===== src/verilog/acmp_defs.svh =====
// Constants for the analog comparator control block: offsets, field codes, reset values, sampling counts.
// Assumes byte addresses on an 8-bit register port with 32-bit data, one word per register.
// Function
// - Six independent comparator channels, numbered zero-five
// - Four-bit per-channel input selection from four pins
// - Input select one-hot; zero connects nothing
// - One-hot reference select: converters, reference pins
// - Comparison result can drive an external pin
// - Filter samples at one of three periods
// - Filter bypass passes raw result downstream
// - Filtered result feeds irq, event, protect, status
// - Valid result edge raises interrupt request
// - Valid edge: rising, falling or both
// - Level to first protect; level+edge to second
// - Module stop halts logic until software releases
`ifndef ACMP_DEFS_SVH
`define ACMP_DEFS_SVH

`define ACMP_ADDR_W      8
`define ACMP_DATA_W      32
`define ACMP_IN_BASE     8'h00
`define ACMP_REF_BASE    8'h20
`define ACMP_CTL_BASE    8'h40
`define ACMP_STOP_OFS    8'h60
`define ACMP_RES_OFS     8'h64
`define ACMP_STAT_OFS    8'h68
`define ACMP_MASK_OFS    8'h6C

`define ACMP_SEL_RST     4'h0
`define ACMP_CTL_RST     6'h00
`define ACMP_STOP_RST    1'b1
`define ACMP_MASK_RST    8'h00

`define ACMP_CTL_W       6
`define ACMP_PER_FAST    2'h0
`define ACMP_PER_MID     2'h1
`define ACMP_PER_SLOW    2'h2

`define ACMP_PRESC_W     5
`define ACMP_MID_DIV     8
`define ACMP_SLOW_DIV    32

`endif


===== src/verilog/acmp_pkg.sv =====
// Types of the analog comparator control block.
// Assumes acmp_defs.svh is on the include path.
`default_nettype none
`include "acmp_defs.svh"
package acmp_pkg;

  typedef struct packed {
    logic                      wr;
    logic                      rd;
    logic [`ACMP_ADDR_W-1:0]   addr;
    logic [`ACMP_DATA_W-1:0]   wdata;
  } acmp_bus_req_t;

  typedef struct packed {
    logic       pin_en;
    logic [1:0] edge_sel;
    logic [1:0] period;
    logic       filt_en;
  } acmp_ctl_t;

  typedef struct packed {
    logic level;
    logic edge_pulse;
  } acmp_protect_t;

endpackage : acmp_pkg
`default_nettype wire

===== src/verilog/acmp_ctrl.sv =====
// Control logic around a bank of analog comparators: selection, noise filter, edges, interrupt, register port.
// Assumes comparator outputs are asynchronous; register port strobes are one-cycle and synchronous to sys_clk.
`timescale 1ns/100ps
`default_nettype none
`include "acmp_defs.svh"
module acmp_ctrl #(
  parameter int NCH    = 6,
  parameter int FILT_N = 3
) (
  input  wire logic                            sys_clk,
  input  wire logic                            nrst,
  input  wire acmp_pkg::acmp_bus_req_t         bus_req,
  output logic [`ACMP_DATA_W-1:0]              bus_rdata,
  input  wire logic [NCH-1:0]                  cmp_raw,
  output logic [NCH-1:0][3:0]                  input_select_field,
  output logic [NCH-1:0][3:0]                  reference_select_field,
  output logic [NCH-1:0]                       cmp_enable,
  output logic [NCH-1:0]                       comparator_output_pin,
  output logic [NCH-1:0]                       comparator_output_pin_oe,
  output logic [NCH-1:0]                       event_linking_logic,
  output logic [NCH-1:0]                       output_protect_level,
  output acmp_pkg::acmp_protect_t [NCH-1:0]    output_protect_timer,
  output logic                                 irq
);

  // Mask and status share one byte; the history needs two samples at least
  if (NCH < 1 || NCH > 8)
  begin : g_bad_nch
    $error("acmp_ctrl: NCH must be 1 to 8");
  end
  if (FILT_N < 2 || FILT_N > 8)
  begin : g_bad_filt
    $error("acmp_ctrl: FILT_N must be 2 to 8");
  end

  function automatic logic [`ACMP_ADDR_W-1:0] reg_ofs(input logic [`ACMP_ADDR_W-1:0] base, input int idx);
    reg_ofs = base + `ACMP_ADDR_W'(idx * 4);
  endfunction : reg_ofs

  // Zero or one bit set; anything else is treated as no connection
  function automatic logic sel_legal(input logic [3:0] sel);
    sel_legal = (sel & (sel - 4'h1)) == 4'h0;
  endfunction : sel_legal

  logic [NCH-1:0][3:0]            in_sel_reg;
  logic [NCH-1:0][3:0]            in_sel_next;
  logic [NCH-1:0][3:0]            ref_sel_reg;
  logic [NCH-1:0][3:0]            ref_sel_next;
  acmp_pkg::acmp_ctl_t [NCH-1:0]  ctl_reg;
  acmp_pkg::acmp_ctl_t [NCH-1:0]  ctl_next;
  logic                           stop_reg;
  logic                           stop_next;
  logic [NCH-1:0]                 stat_reg;
  logic [NCH-1:0]                 stat_next;
  logic [NCH-1:0]                 mask_reg;
  logic [NCH-1:0]                 mask_next;
  logic [`ACMP_DATA_W-1:0]        rdata_reg;
  logic [`ACMP_DATA_W-1:0]        rdata_next;
  logic [`ACMP_PRESC_W-1:0]       presc_reg;
  logic [`ACMP_PRESC_W-1:0]       presc_next;
  logic [NCH-1:0]                 filt_w;
  logic [NCH-1:0]                 rise_w;
  logic [NCH-1:0]                 fall_w;
  logic [NCH-1:0]                 vedge;
  logic                           tick_mid;
  logic                           tick_slow;

  // Shared prescaler for the sampling periods; frozen during module stop
  always_comb
  begin
    presc_next = stop_reg ? presc_reg : presc_reg + `ACMP_PRESC_W'(1);
  end

  always_ff @(posedge sys_clk or negedge nrst)
  begin
    if (!nrst)
      presc_reg <= '0;
    else
      presc_reg <= presc_next;
  end

  assign tick_mid  = presc_reg[2:0] == 3'(`ACMP_MID_DIV - 1);
  assign tick_slow = presc_reg == `ACMP_PRESC_W'(`ACMP_SLOW_DIV - 1);

  genvar g;
  generate
    for (g = 0; g < NCH; g++)
    begin : g_ch
      logic [1:0]        sync_reg;
      logic [1:0]        sync_next;
      logic [FILT_N-1:0] hist_reg;
      logic [FILT_N-1:0] hist_next;
      logic              filt_reg;
      logic              filt_next;
      logic              rise_reg;
      logic              rise_next;
      logic              fall_reg;
      logic              fall_next;
      logic              tick;

      always_comb
      begin
        case (ctl_reg[g].period)
          `ACMP_PER_FAST: tick = 1'b1;
          `ACMP_PER_MID:  tick = tick_mid;
          `ACMP_PER_SLOW: tick = tick_slow;
          default:        tick = tick_slow;
        endcase
      end

      // Synchroniser: only the second stage is read downstream
      always_comb
      begin
        sync_next = sync_reg;
        if (!stop_reg)
          sync_next = {sync_reg[0], cmp_raw[g]};
      end

      always_ff @(posedge sys_clk or negedge nrst)
      begin
        if (!nrst)
          sync_reg <= '0;
        else
          sync_reg <= sync_next;
      end

      // Noise filter: sample history and the level it settles on
      always_comb
      begin
        hist_next = hist_reg;
        filt_next = filt_reg;
        if (!stop_reg)
        begin
          if (tick)
            hist_next = {hist_reg[FILT_N-2:0], sync_reg[1]};
          if (!ctl_reg[g].filt_en)
            filt_next = sync_reg[1];
          else if (hist_next == {FILT_N{hist_next[0]}})
            filt_next = hist_next[0];
        end
      end

      always_ff @(posedge sys_clk or negedge nrst)
      begin
        if (!nrst)
        begin
          hist_reg <= '0;
          filt_reg <= 1'b0;
        end
        else
        begin
          hist_reg <= hist_next;
          filt_reg <= filt_next;
        end
      end

      // Edges come from the filtered level so every consumer sees one history
      always_comb
      begin
        rise_next = filt_next & ~filt_reg;
        fall_next = ~filt_next & filt_reg;
      end

      always_ff @(posedge sys_clk or negedge nrst)
      begin
        if (!nrst)
        begin
          rise_reg <= 1'b0;
          fall_reg <= 1'b0;
        end
        else
        begin
          rise_reg <= rise_next;
          fall_reg <= fall_next;
        end
      end

      assign filt_w[g] = filt_reg;
      assign rise_w[g] = rise_reg;
      assign fall_w[g] = fall_reg;
      assign vedge[g]  = (rise_reg & ctl_reg[g].edge_sel[0]) | (fall_reg & ctl_reg[g].edge_sel[1]);

      // Illegal codes open every switch rather than shorting two pins together
      assign input_select_field[g]     = (sel_legal(in_sel_reg[g]) && !stop_reg) ? in_sel_reg[g] : 4'h0;
      assign reference_select_field[g] = (sel_legal(ref_sel_reg[g]) && !stop_reg) ? ref_sel_reg[g] : 4'h0;
      assign cmp_enable[g]               = !stop_reg;
      assign comparator_output_pin[g]    = filt_reg & ctl_reg[g].pin_en;
      assign comparator_output_pin_oe[g] = ctl_reg[g].pin_en & !stop_reg;
      assign event_linking_logic[g]      = vedge[g];
      assign output_protect_level[g]     = filt_reg;
      assign output_protect_timer[g]     = '{level: filt_reg, edge_pulse: rise_reg | fall_reg};
    end
  endgenerate

  // Channel configuration registers
  always_comb
  begin
    in_sel_next  = in_sel_reg;
    ref_sel_next = ref_sel_reg;
    ctl_next     = ctl_reg;
    if (bus_req.wr)
    begin
      for (int i = 0; i < NCH; i++)
      begin
        if (bus_req.addr == reg_ofs(`ACMP_IN_BASE, i))
          in_sel_next[i] = bus_req.wdata[3:0];
        if (bus_req.addr == reg_ofs(`ACMP_REF_BASE, i))
          ref_sel_next[i] = bus_req.wdata[3:0];
        if (bus_req.addr == reg_ofs(`ACMP_CTL_BASE, i))
          ctl_next[i] = bus_req.wdata[`ACMP_CTL_W-1:0];
      end
    end
  end

  always_ff @(posedge sys_clk or negedge nrst)
  begin
    if (!nrst)
    begin
      in_sel_reg  <= {NCH{`ACMP_SEL_RST}};
      ref_sel_reg <= {NCH{`ACMP_SEL_RST}};
      ctl_reg     <= {NCH{`ACMP_CTL_RST}};
    end
    else
    begin
      in_sel_reg  <= in_sel_next;
      ref_sel_reg <= ref_sel_next;
      ctl_reg     <= ctl_next;
    end
  end

  // Module stop and interrupt mask
  always_comb
  begin
    stop_next = stop_reg;
    mask_next = mask_reg;
    if (bus_req.wr && bus_req.addr == `ACMP_STOP_OFS)
      stop_next = bus_req.wdata[0];
    if (bus_req.wr && bus_req.addr == `ACMP_MASK_OFS)
      mask_next = bus_req.wdata[NCH-1:0];
  end

  always_ff @(posedge sys_clk or negedge nrst)
  begin
    if (!nrst)
    begin
      stop_reg <= `ACMP_STOP_RST;
      mask_reg <= NCH'(`ACMP_MASK_RST);
    end
    else
    begin
      stop_reg <= stop_next;
      mask_reg <= mask_next;
    end
  end

  // Sticky status: a new edge in the clearing cycle survives the clear
  always_comb
  begin
    stat_next = stat_reg;
    if (bus_req.wr && bus_req.addr == `ACMP_STAT_OFS)
      stat_next = stat_reg & ~bus_req.wdata[NCH-1:0];
    stat_next = stat_next | vedge;
  end

  always_ff @(posedge sys_clk or negedge nrst)
  begin
    if (!nrst)
      stat_reg <= '0;
    else
      stat_reg <= stat_next;
  end

  // Read data stand one cycle after the strobe and are zero otherwise
  always_comb
  begin
    rdata_next = '0;
    if (bus_req.rd)
    begin
      for (int i = 0; i < NCH; i++)
      begin
        if (bus_req.addr == reg_ofs(`ACMP_IN_BASE, i))
          rdata_next = `ACMP_DATA_W'(in_sel_reg[i]);
        if (bus_req.addr == reg_ofs(`ACMP_REF_BASE, i))
          rdata_next = `ACMP_DATA_W'(ref_sel_reg[i]);
        if (bus_req.addr == reg_ofs(`ACMP_CTL_BASE, i))
          rdata_next = `ACMP_DATA_W'(ctl_reg[i]);
      end
      case (bus_req.addr)
        `ACMP_STOP_OFS: rdata_next = `ACMP_DATA_W'(stop_reg);
        `ACMP_RES_OFS:  rdata_next = `ACMP_DATA_W'(filt_w);
        `ACMP_STAT_OFS: rdata_next = `ACMP_DATA_W'(stat_reg);
        `ACMP_MASK_OFS: rdata_next = `ACMP_DATA_W'(mask_reg);
        default:        rdata_next = rdata_next;
      endcase
    end
  end

  always_ff @(posedge sys_clk or negedge nrst)
  begin
    if (!nrst)
      rdata_reg <= '0;
    else
      rdata_reg <= rdata_next;
  end

  assign bus_rdata = rdata_reg;
  assign irq       = |(stat_reg & mask_reg);

endmodule : acmp_ctrl
`default_nettype wire


===== config.mk =====
export PLATFORM = sky130hd
export DESIGN_NAME = acmp_ctrl
export DESIGN_NICKNAME = d
export VERILOG_FILES = /design/src/verilog/acmp_pkg.sv /design/src/verilog/acmp_ctrl.sv
export VERILOG_INCLUDE_DIRS = /design/src /design/src/verilog
export SDC_FILE = /design/constraint.sdc
export NUM_CORES = 1
export LEC_CHECK = 0
export ABC_AREA = 1
export ABC_CLOCK_PERIOD_IN_PS = 3200
export BUFFER_PORTS_ARGS = -buffer_cell sky130_fd_sc_hd__buf_2
export CAP_MARGIN = 20
export CORE_ASPECT_RATIO = 1.75
export CORE_UTILIZATION = 30
export CTS_BUF_LIST = sky130_fd_sc_hd__clkbuf_4 sky130_fd_sc_hd__clkbuf_8
export CTS_CLUSTER_DIAMETER = 60
export CTS_CLUSTER_SIZE = 28
export DETAILED_ROUTE_END_ITERATION = 6
export PLACE_DENSITY_LB_ADDON = 0.05
export SLEW_MARGIN = 20
export SYNTH_ARGS = -nofsm -noshare
export SYNTH_HDL_FRONTEND = slang
export SYNTH_SLANG_ARGS = --single-unit
export TNS_END_PERCENT = 1

===== constraint.sdc =====
create_clock -name sys_clk -period 3.2 [get_ports sys_clk]
set_input_delay 0.64 -clock sys_clk [delete_from_list [all_inputs] [get_ports sys_clk]]
set_output_delay 0.64 -clock sys_clk [all_outputs]
set_load 0.02 [all_outputs]

==> results.yml, run 1 <==
global_route:
  grt_use_met2: 0.335
  antenna_found_initial: 0
  gr-usage-met1: 0.220
  track_usage: 0.186
  busiest_layer: "met2"
  grt_pass1_wl_um: 39400
  grt_max_degree: 71
  use_met3: 0.0281
  globalRouteOverflowTotal: 0
  grt_pass1_vias: 6960
layout:
  fill_cells: 3062
  largest_register_ffs: 36
  antenna_cells: 0
  fin_cells: 1615
  final_cell_area_sq_um: 9670
  layout-drive-gt1-share: 0.154
  nNetsFinal: 1287
  areaGrowthSynthToFinish_pct: 15.1
clock_network:
  tritoncts: "built"
  cts_resized: 0
  cts_buffers: 17
  clk_latency_ns: 0.49
  cts-root-buf: "clkbuf_8"
  h-tree-depth: 4
  cts_sinks: 156
  holdBufCountCts: 0
  clockBufferDepth: 2
  post_cts.repair.setup_buffers: 0
  clkTransAtPathRegs_ns: 0.09
place:
  post-place-cells: 1584
  gp_congestion: 0.798
  io_buffers: 120
  dp_slack_ns: 0.619
  detailed_place.area_sq_um: 9230
  dp_hpwl_um: 18500
routing:
  wire_per_inst_um: 15.5
  drt_iter0_drc: 375
  route.detailed.drc: 0
  wirelength_um: 25100
  viasPerCell: 4.50
  first_pass_iters: 5
  postRouteAntennaNets: 0
  via_count: 7262
timing:
  slew_headroom: 0.356
  setup_viol: 0
  rsz0062_at_grt: "no"
  skew_ns: 0.0142
  fin_crit_sh: 0.827
  fin_crit_ns: 2.65
  tns_ns: 0
  fmax_mhz: 378
  drv_slew: 0
  worstMarginPinSlew_ns: 0.965
  finalHoldViolations: 0
  holdWs_ns: 0.145
  setup_ws_ns: 0.553
worst_setup_path:
  crit_start: "stop_reg"
  path_cells: "inv_1 > buf_4 > nand4_1 > inv_1 > nand2_1 > inv_1 > buf_2"
  crit_slowest_cell: "dfstp_2"
  worstReg2RegStart: "presc_reg[0]"
  r2r_cells: 11
  crit_arrival_ns: 2.01
  critPathMostFrequentCell: "inv_1"
  worst_setup_path_start_kind: "flop"
  worst_setup_path_end_kind: "primary output"
  crit_fanout: 7
  cpPeakStageDelay_ns: 0.39
  critPathRequiredTime_ns: 2.56
  critPathKind: "reg2out"
floorplanning:
  die_h_um: 223
  coreArea_sq_um: 27400
  start_util: 0.306
  num_rows: 80
  fp.dieW_um: 128
  pin_count: 173
  die_area_sq_um: 28700
status:
  status: "finished clean"
power_and_ir_drop:
  p_leak_nw: 4.87
  ir_drop_v: 0.000319
  pwr_density_cell_nw_per_um2: 494
synth:
  ys_seq_area_frac: 0.465
  netlist_area_sq_um: 8400
  synth_cell_type_count: 41
  synthXorXnorAreaFrac: 0.00209
  synth_top_family_by_area: "simple AND/OR/NAND/NOR gates"
  yosys.area_share.simple: 0.228
  synthMuxAreaShare: 0.00715
  synth_cells: 1134
  synth-seq-cells: 156
  synth_compound_area_frac: 0.149
  synthAdderAreaFrac: 0.00923
  ys.warnings.count: 0
  avgSynthCellArea_sq_um: 7.41
hold_path:
  hold_path.class: "in2async"
job:
  maxCapViolations: 0
==> worst paths after layout <==
| check | end | slack [ns] |
|---|---|---|
| setup / recovery | reference_select_field[23] | 0.55 |
| hold / removal | g_ch[1].hist_reg[1] | 0.15 |
| setup reg to reg | g_ch[1].rise_reg | 0.75 |
| hold reg to reg | g_ch[5].sync_reg[1] | 0.48 |
| max in group asynchronous | stop_reg | 2.26 |
| min in group sys_clk | g_ch[4].sync_reg[0] | 0.34 |
==> power by group <==
part / switching [mW] / leakage, nW / internal [mW] / total, mW
clock network: 0.781 / 0.225 / 0.905 / 1.69
logic: 0.546 / 2.63 / 0.247 / 0.794
registers: 0.144 / 2.02 / 2.15 / 2.30
==> per-layer routing <==
layer | up-vias | routed length [um] | share of wire
met5 | - | 0 | 0
met4 | 0 | 504 | 0.020
met3 | 21 | 727 | 0.029
met2 | 150 | 13200 | 0.53
met1 | 3380 | 10700 | 0.43
li1 | 3711 | - | -
==> cells in the final DEF, fill, tap and decap left out, drive strengths merged, types with 14 or more instances in the layout <==
master / synthesis / layout
conb: 1 / 26
nor2: 99 / 99
dfrtp: 155 / 155
nand2: 308 / 308
o31ai: 14 / 14
nand3: 41 / 41
buf: 46 / 128
o21ai: 163 / 163
inv: 196 / 197
a21oi: 22 / 22
clkbuf: 26 / 20
==> through the flow <==
step | power, mW | utilization
final | 4.78 | 0.353
after global routing | 5.06 | 0.353
after CTS | 4.86 | 0.353
after detailed placement | 3.15 | 0.336
after global placement | 3.14 | 0.336
after floorplan | 2.88 | -
==> cells by family (layout without fill, tap and decap cells) <==
family	after synthesis	count (layout)
AOI/OAI and AO/OA	227	227
xor gates and xnor gates	2	2
adders and majority gates	7	7
buffers and inverters	268	355
DFF	156	156
muxes	6	6
other	1	26
and+or+nand+nor	467	467
==> synthesized netlist by cell type (all sizes together) <==
master	number	area (sq um)
o221ai	2	17.5
o21bai	3	22.5
maj3	4	40.0
ha	3	37.5
nor3	5	30.0
nor2	99	427
a21oi	22	110
o2111ai	1	8.76
dfrtp	155	3880
o22ai	6	37.5
o21ai	163	816
a211oi	3	22.5
a22o	1	8.76
conb	1	3.75
a31oi	2	18.8
and2	2	12.5
dfstp	1	26.3
o31ai	14	105
clkbuf	26	97.6
o41ai	1	8.76
o211ai	4	30.0
inv	196	736
xor2	1	8.76
buf	46	335
a221oi	5	43.8
nand4	10	62.6
nand3	41	210
or2	2	12.5
nand2	308	1160
mux2i	6	60.1
xnor2	1	8.76
==> critical path: cells and delay by family (launching register included) <==
| family | cells | cell delay [ns] |
|---|---|---|
| buf+inv | 5 | 0.93 |
| flops | 1 | 0.39 |
| simple gates | 2 | 0.21 |
==> cell type report <==
type	instances	area (sq um)	area share
Clock buffer	20	275	0.0285
Clock inverter	11	165	0.0171
Inverter	196	736	0.0761
Multi-Input combinational cell	735	3420	0.354
Sequential cell	156	3910	0.404
Tap cell	369	462	0.0478
Timing Repair Buffer	128	704	0.0729
No activity file was read; power rests on OpenSTA's default activity.
==> run 2, diff against run 1 <==
--- a/config.mk
+++ b/config.mk
@@ -6,8 +6,8 @@
 export SDC_FILE = /design/constraint.sdc
 export NUM_CORES = 1
 export LEC_CHECK = 0
-export ABC_AREA = 1
-export ABC_CLOCK_PERIOD_IN_PS = 3200
+export ABC_AREA = 0
+export ABC_CLOCK_PERIOD_IN_PS = 2700
 export BUFFER_PORTS_ARGS = -buffer_cell sky130_fd_sc_hd__buf_2
 export CAP_MARGIN = 20
 export CORE_ASPECT_RATIO = 1.75
==> constraint.sdc (replaced) <==
create_clock -name sys_clk -period 2.7 [get_ports sys_clk]
set_input_delay 0.54 -clock sys_clk [delete_from_list [all_inputs] [get_ports sys_clk]]
set_output_delay 0.54 -clock sys_clk [all_outputs]
set_load 0.02 [all_outputs]
==> run 2 against run 1 <==
Net effect:
- flip-flop and latch count unchanged
- via count decreased by 7.8%
- critical path type unchanged
- utilization increased by 0.33 points
- critical path depth decreased by 3
- largest power group unchanged
- combinational power increased by 30%
- clock skew decreased by 0.0047 ns
- wire length increased by 13%
- total power increased by 20%
- sequential share of layout area decreased by 2.0 points
==> results.yml, run 2 <==
synth:
  synth_top_area_frac: 0.443
  synth_commonest_cells: "155 x dfrtp_1, 131 x mux2_2, 53 x and2_1"
  synth-edff-count: 0
  yosys-top-cells-area: "dfrtp_1 44%, mux2_2 17%, buf_4 3.9%, and2_1 3.8%, a21oi_1 2.7%"
  synthArstFlopShare: 1.00
  ys_seq_area_frac: 0.446
  synth_cells: 822
  ys.flop_type: "dfrtp_1"
  netlist_area_sq_um: 8750
  synth-seq-cells: 156
  yosysMostFrequentCell: "dfrtp_1"
  synth_largest_area_cell: "dfrtp_1"
  avgSynthCellArea_sq_um: 10.6
  synth_cell_type_count: 73
  ys.warnings.count: 0
power_and_ir_drop:
  p_int_mw: 4.04
  p_sw_frac: 0.296
  power_frac_seq: 0.487
  power.switching_mw: 1.70
  ir_drop_v: 0.000264
  p_comb_frac: 0.180
  p_leak_nw: 4.74
  pwr_density_cell_nw_per_um2: 564
  pwr-share-clk: 0.332
job:
  maxCapViolations: 0
layout:
  antenna_cells: 0
  mostFrequentLayoutCell: "dfrtp_1"
  largest_register_ffs: 36
  utilization: 0.356
  areaGrowthSynthToFinish_pct: 16.4
  layout-drive-gt1-share: 0.359
  fill_cells: 2959
  final_cell_mix: "155 x dfrtp_1, 131 x mux2_2, 119 x buf_2, 53 x and2_1, 48 x a21oi_1"
  nNetsFinal: 989
timing:
  fin_crit_sh: 0.937
  tns_ns: 0
  fmax_mhz: 395
  rsz0062_at_grt: "no"
  fin_crit_ns: 2.53
  drv_slew: 0
  worstMarginPinSlew_ns: 0.617
  slew_headroom: 0.588
  finalHoldViolations: 0
  setup_viol: 0
  skew_ns: 0.00942
clock_network:
  cts_sinks: 156
  clk_latency_ns: 0.48
  h-tree-depth: 4
  clkTransAtPathRegs_ns: 0.08
  cts-root-buf: "clkbuf_8"
  tritoncts: "built"
  clockBufferDepth: 2
  cts_buffers: 17
place:
  gp_congestion: 0.874
  dp_hpwl_um: 21100
  io_buffers: 120
worst_setup_path:
  path_cells: "clkinvlp_4 > buf_4 > and3_1 > buf_2"
  worst_setup_path_end_kind: "primary output"
  crit_buf_inv: 3
  critPathKind: "reg2out"
  cpPeakStageDelay_ns: 0.82
  crit_fanout: 13
  critPathRequiredTime_ns: 2.16
  worst_setup_path_start_kind: "flop"
  crit_arrival_ns: 1.99
  crit_slowest_cell: "dfstp_2"
  critPathTopFamily: "flip-flops"
floorplanning:
  fp.dieW_um: 131
  coreArea_sq_um: 28600
  die_area_sq_um: 29900
  pin_count: 173
  die_h_um: 228
  start_util: 0.306
  num_rows: 82
routing:
  postRouteAntennaNets: 0
  drt_iter0_drc: 335
  route.detailed.drc: 0
  wire_per_inst_um: 21.3
  wirelength_um: 28300
  viasPerCell: 5.05
  first_pass_iters: 6
  via_count: 6698
status:
  status: "finished clean"
hold_path:
  hold_path.class: "in2reg"
global_route:
  grt_max_degree: 57
  antenna_found_initial: 0
  grt_pass1_wl_um: 43000
  grt_pass1_vias: 6809
  globalRouteOverflowTotal: 0
  track_usage: 0.201
==> run 2: cell types whose count changed after synthesis, moves of 15 or more <==
| cell | change |
|---|---|
| inv_1 | -166 |
| nor2b_1 | +22 |
| a21oi_1 | +26 |
| and2_1 | +51 |
| nand3_1 | -23 |
| a22o_1 | +15 |
| nand2_1 | -268 |
| nor2_1 | -48 |
| o21ai_0 | -130 |
| mux2_2 | +131 |
==> run 2: stage by stage <==
step	instances	setup slack (ns)	hold WS, ns	total power [mW]	area [sq um]
global route	1327	0.0529	0.259	6.06	10200
detailed placement	1291	0.235	0.458	3.89	9720
floorplan	847	0.707	0.244	3.51	8840
global placement	1291	0.254	0.457	3.88	9720
CTS	1327	0.0795	0.231	5.86	10200
finish	1327	0.170	0.285	5.74	10200
==> run 2: power by group through the flow <==
stage	Sequential, mW	Combinational [mW]	Clock [mW]
floorplan	2.74	0.767	0
global placement	2.85	1.03	0
detailed placement	2.85	1.04	0
CTS	2.80	1.05	2.00
global route	2.84	1.15	2.08
finish	2.80	1.03	1.91
==> run 2: cell families (layout without fill, tap and decap cells) <==
logic type,count (synthesis),after routing,share of synthesized area
AND/OR/NAND/NOR,250,250,0.168
AO/OA/AOI/OAI,171,171,0.136
flip-flops,156,156,0.446
multiplexers,135,135,0.176
buffers and inverters,103,205,0.0661
adder cells (fa/ha/maj),4,4,0.00544
XOR/XNOR,2,2,0.00200
other,1,26,0.000429
==> run 2: path summary, 6_finish.rpt <==
path	start	endpoint	slack (ns)	cells after the start
max	stop_reg	input_select_field[8]	0.17	4
min	cmp_raw[4]	g_ch[4].sync_reg[0]	0.28	2
max reg2reg	presc_reg[0]	g_ch[4].filt_reg	0.48	8
min reg2reg	presc_reg[3]	presc_reg[3]	0.48	1
max in group asynchronous	nrst	stop_reg	1.38	3
min in group asynchronous	nrst	g_ch[4].hist_reg[0]	0.57	2
==> run 2: final cells by class <==
| type | instances | area (sq um) | share of cell area |
|---|---|---|---|
| Multi-Input combinational cell | 588 | 4370 | 0.429 |
| Sequential cell | 156 | 3910 | 0.383 |
| Timing Repair Buffer | 153 | 932 | 0.0915 |
| Tap cell | 378 | 473 | 0.0464 |
| Clock buffer | 27 | 353 | 0.0346 |
| Inverter | 20 | 78.8 | 0.00774 |
| Clock inverter | 5 | 77.6 | 0.00762 |
==> run 2: worst register-to-register path, stage by stage (launching register included) <==
cell	delay, ns
dfrtp_1	0.41
ha_1	0.23
and3_1	0.15
ha_1	0.20
inv_1	0.26
a22o_1	0.31
o21ai_0	0.11
o2bb2ai_1	0.17
mux2_2	0.28
==> run 2: per-layer routing <==
metal	global-route usage	share of wire	routed length [um]
met1	0.222	0.38	10900
met2	0.360	0.54	15200
met3	0.0310	0.033	946
met4	0.104	0.045	1280
met5	0	0	0
==> run 2: repair_timing <==
item | in CTS | in global routing
gates resized for setup | 1 | 0
endpoints found under the setup margin | 10 | 0
hold endpoints to repair | 32 | 0
hold buffers | 1 | 0
buffers inserted | 3 | 0
==> run 3, diff against run 2 <==
--- a/config.mk
+++ b/config.mk
@@ -16,6 +16,7 @@
 export CTS_CLUSTER_DIAMETER = 60
 export CTS_CLUSTER_SIZE = 28
 export DETAILED_ROUTE_END_ITERATION = 6
+export GPL_TIMING_DRIVEN = 0
 export PLACE_DENSITY_LB_ADDON = 0.05
 export SLEW_MARGIN = 20
 export SYNTH_ARGS = -nofsm -noshare
==> run 3 against run 2 <==
Net effect:
- critical path depth grew 1
- first-iteration DRC count up 19%
- clock power about the same
- total power rose by 0.51%
- flip-flop and latch count unchanged
- final area rose by 1.9%
- fmax decreased by 0.17%
- wire length rose by 6.4%
- via count grew 3.3%
==> results.yml, run 3 (synthesis gave the netlist of run 2 again) <==
status:
  status: "finished clean"
timing:
  fin_crit_sh: 0.939
  drv_slew: 0
  rsz0062_at_grt: "no"
  skew_ns: 0.0152
  fmax_mhz: 395
  slew_headroom: 0.413
  finalHoldViolations: 0
  setup_viol: 0
  worstMarginPinSlew_ns: 0.878
  holdWs_ns: 0.275
  fin_crit_ns: 2.53
layout:
  mostFrequentLayoutCell: "dfrtp_1"
  largest_register_ffs: 36
  antenna_cells: 0
  utilization: 0.363
  fill_cells: 2980
  multi_input_area_sq_um: 4360
  regArea_sq_um: 3910
  nNetsFinal: 1036
  final_cell_mix: "155 x dfrtp_1, 131 x mux2_2, 128 x buf_2, 53 x and2_1, 48 x a21oi_1"
  final_cell_area_sq_um: 10400
  areaGrowthSynthToFinish_pct: 18.6
  layout-drive-gt1-share: 0.368
worst_setup_path:
  crit_fanout: 10
  worst_setup_path_start_kind: "flop"
  crit_arrival_ns: 1.99
  timing.rr.end: "g_ch[4].filt_reg"
  critPathRequiredTime_ns: 2.16
  r2r_cells: 8
  worstReg2RegStart: "presc_reg[0]"
  critPathKind: "reg2out"
  crit_start: "stop_reg"
  r2r_slack_ns: 0.47
  worst_setup_path_end_kind: "primary output"
  cp-endpoint: "reference_select_field[19]"
power_and_ir_drop:
  p_sw_frac: 0.305
  power_frac_seq: 0.485
  pwr-share-clk: 0.328
  p_total_mw: 5.77
  p_int_mw: 4.01
  power.switching_mw: 1.76
  pwr_density_cell_nw_per_um2: 556
  ir_drop_v: 0.000378
  p_comb_frac: 0.188
  p_leak_nw: 4.88
floorplanning:
  die_h_um: 228
  num_rows: 82
  start_util: 0.306
  fp.dieW_um: 131
  pin_count: 173
  die_area_sq_um: 29900
  coreArea_sq_um: 28600
place:
  dp_hpwl_um: 23300
  detailed_place.area_sq_um: 9930
  io_buffers: 115
  gp_congestion: 0.945
routing:
  wire_per_inst_um: 21.9
  wirelength_um: 30100
  viasPerCell: 5.04
  via_count: 6920
  route.detailed.drc: 0
  first_pass_iters: 5
  drt_iter0_drc: 399
  postRouteAntennaNets: 0
clock_network:
  tritoncts: "built"
  cts_buffers: 17
  cts_sinks: 156
  cts-root-buf: "clkbuf_8"
  h-tree-depth: 4
  post_cts.repair.setup_buffers: 0
  clkTransAtPathRegs_ns: 0.09
  clockBufferDepth: 2
  clk_latency_ns: 0.50
hold_path:
  hold_path.class: "in2reg"
global_route:
  grt_max_degree: 87
  track_usage: 0.211
  globalRouteOverflowTotal: 0
  grt_pass1_vias: 6943
  antenna_found_initial: 0
  grt_pass1_wl_um: 44700
job:
  maxCapViolations: 0
[run 3: cell count changes in the layout (fill, tap and decap cells not counted), moves of 2 or more]
cell	before	now
buf_12	6	0
clkinv_2	2	4
buf_4	26	45
clkbuf_1	0	19
buf_2	119	128
clkbuf_8	24	21
[run 3: per-layer routing]
metal / up-vias / share of wire / wire length, um / track usage
met5: - / 0 / 0 / 0
met4: 0 / 0.047 / 1400 / 0.105
met3: 52 / 0.037 / 1110 / 0.0375
met2: 203 / 0.54 / 16300 / 0.386
met1: 3424 / 0.37 / 11300 / 0.227
li1: 3241 / - / - / -
[run 3: layout make-up]
class / instances / area share
Multi-Input combinational cell: 588 / 0.420
Buffer: 83 / 0.0511
Tap cell: 378 / 0.0456
Clock inverter: 11 / 0.0137
Inverter: 20 / 0.00723
Timing Repair Buffer: 117 / 0.0600
Clock buffer: 20 / 0.0259
Sequential cell: 156 / 0.376
[run 3: metrics by stage]
stage / TNS [ns] / worst slack (ns) / std cells
finish: 0 / 0.165 / 1373
global route: 0 / 0.0167 / 1373
CTS: 0 / 0.0864 / 1373
detailed placement: -14.54 / -0.372 / 1341
global placement: -253.67 / -1.56 / 1340
floorplan: 0 / 0.707 / 847
[run 3: worst min-delay path by stage]
stage                 startpoint                   to  slack (ns)  depth (start not counted)
floorplan                   nrst         bus_rdata[0]        0.24                          0
CTS                   cmp_raw[3]  g_ch[3].sync_reg[0]        0.24                          2
global route          cmp_raw[2]  g_ch[2].sync_reg[0]        0.26                          2
global placement    presc_reg[3]         presc_reg[3]        0.47                          1
finish                cmp_raw[3]  g_ch[3].sync_reg[0]        0.27                          2
detailed placement  presc_reg[3]         presc_reg[3]        0.46                          1
[run 3: timing repair]
| action | in CTS | in global routing |
|---|---|---|
| hold endpoints to repair | 7 | 0 |
| hold buffers | 1 | 0 |
| setup endpoints to repair | 59 | 0 |
| resized for setup | 14 | 0 |
[run 3: power by group through the flow]
stage | registers [mW] | logic (mW) | clock network [mW]
floorplan | 2.74 | 0.767 | 0
global placement | 2.84 | 1.08 | 0
detailed placement | 2.85 | 1.09 | 0
CTS | 2.80 | 1.10 | 1.96
global route | 2.83 | 1.20 | 2.04
finish | 2.80 | 1.08 | 1.89
[run 3: critical path, stage by stage, from the launching register on]
cell and delay (ns):
dfstp_2 0.58, clkbuf_4 0.24, clkbuf_8 0.25, a21oi_1 0.09
and2_1 0.17, buf_2 0.15
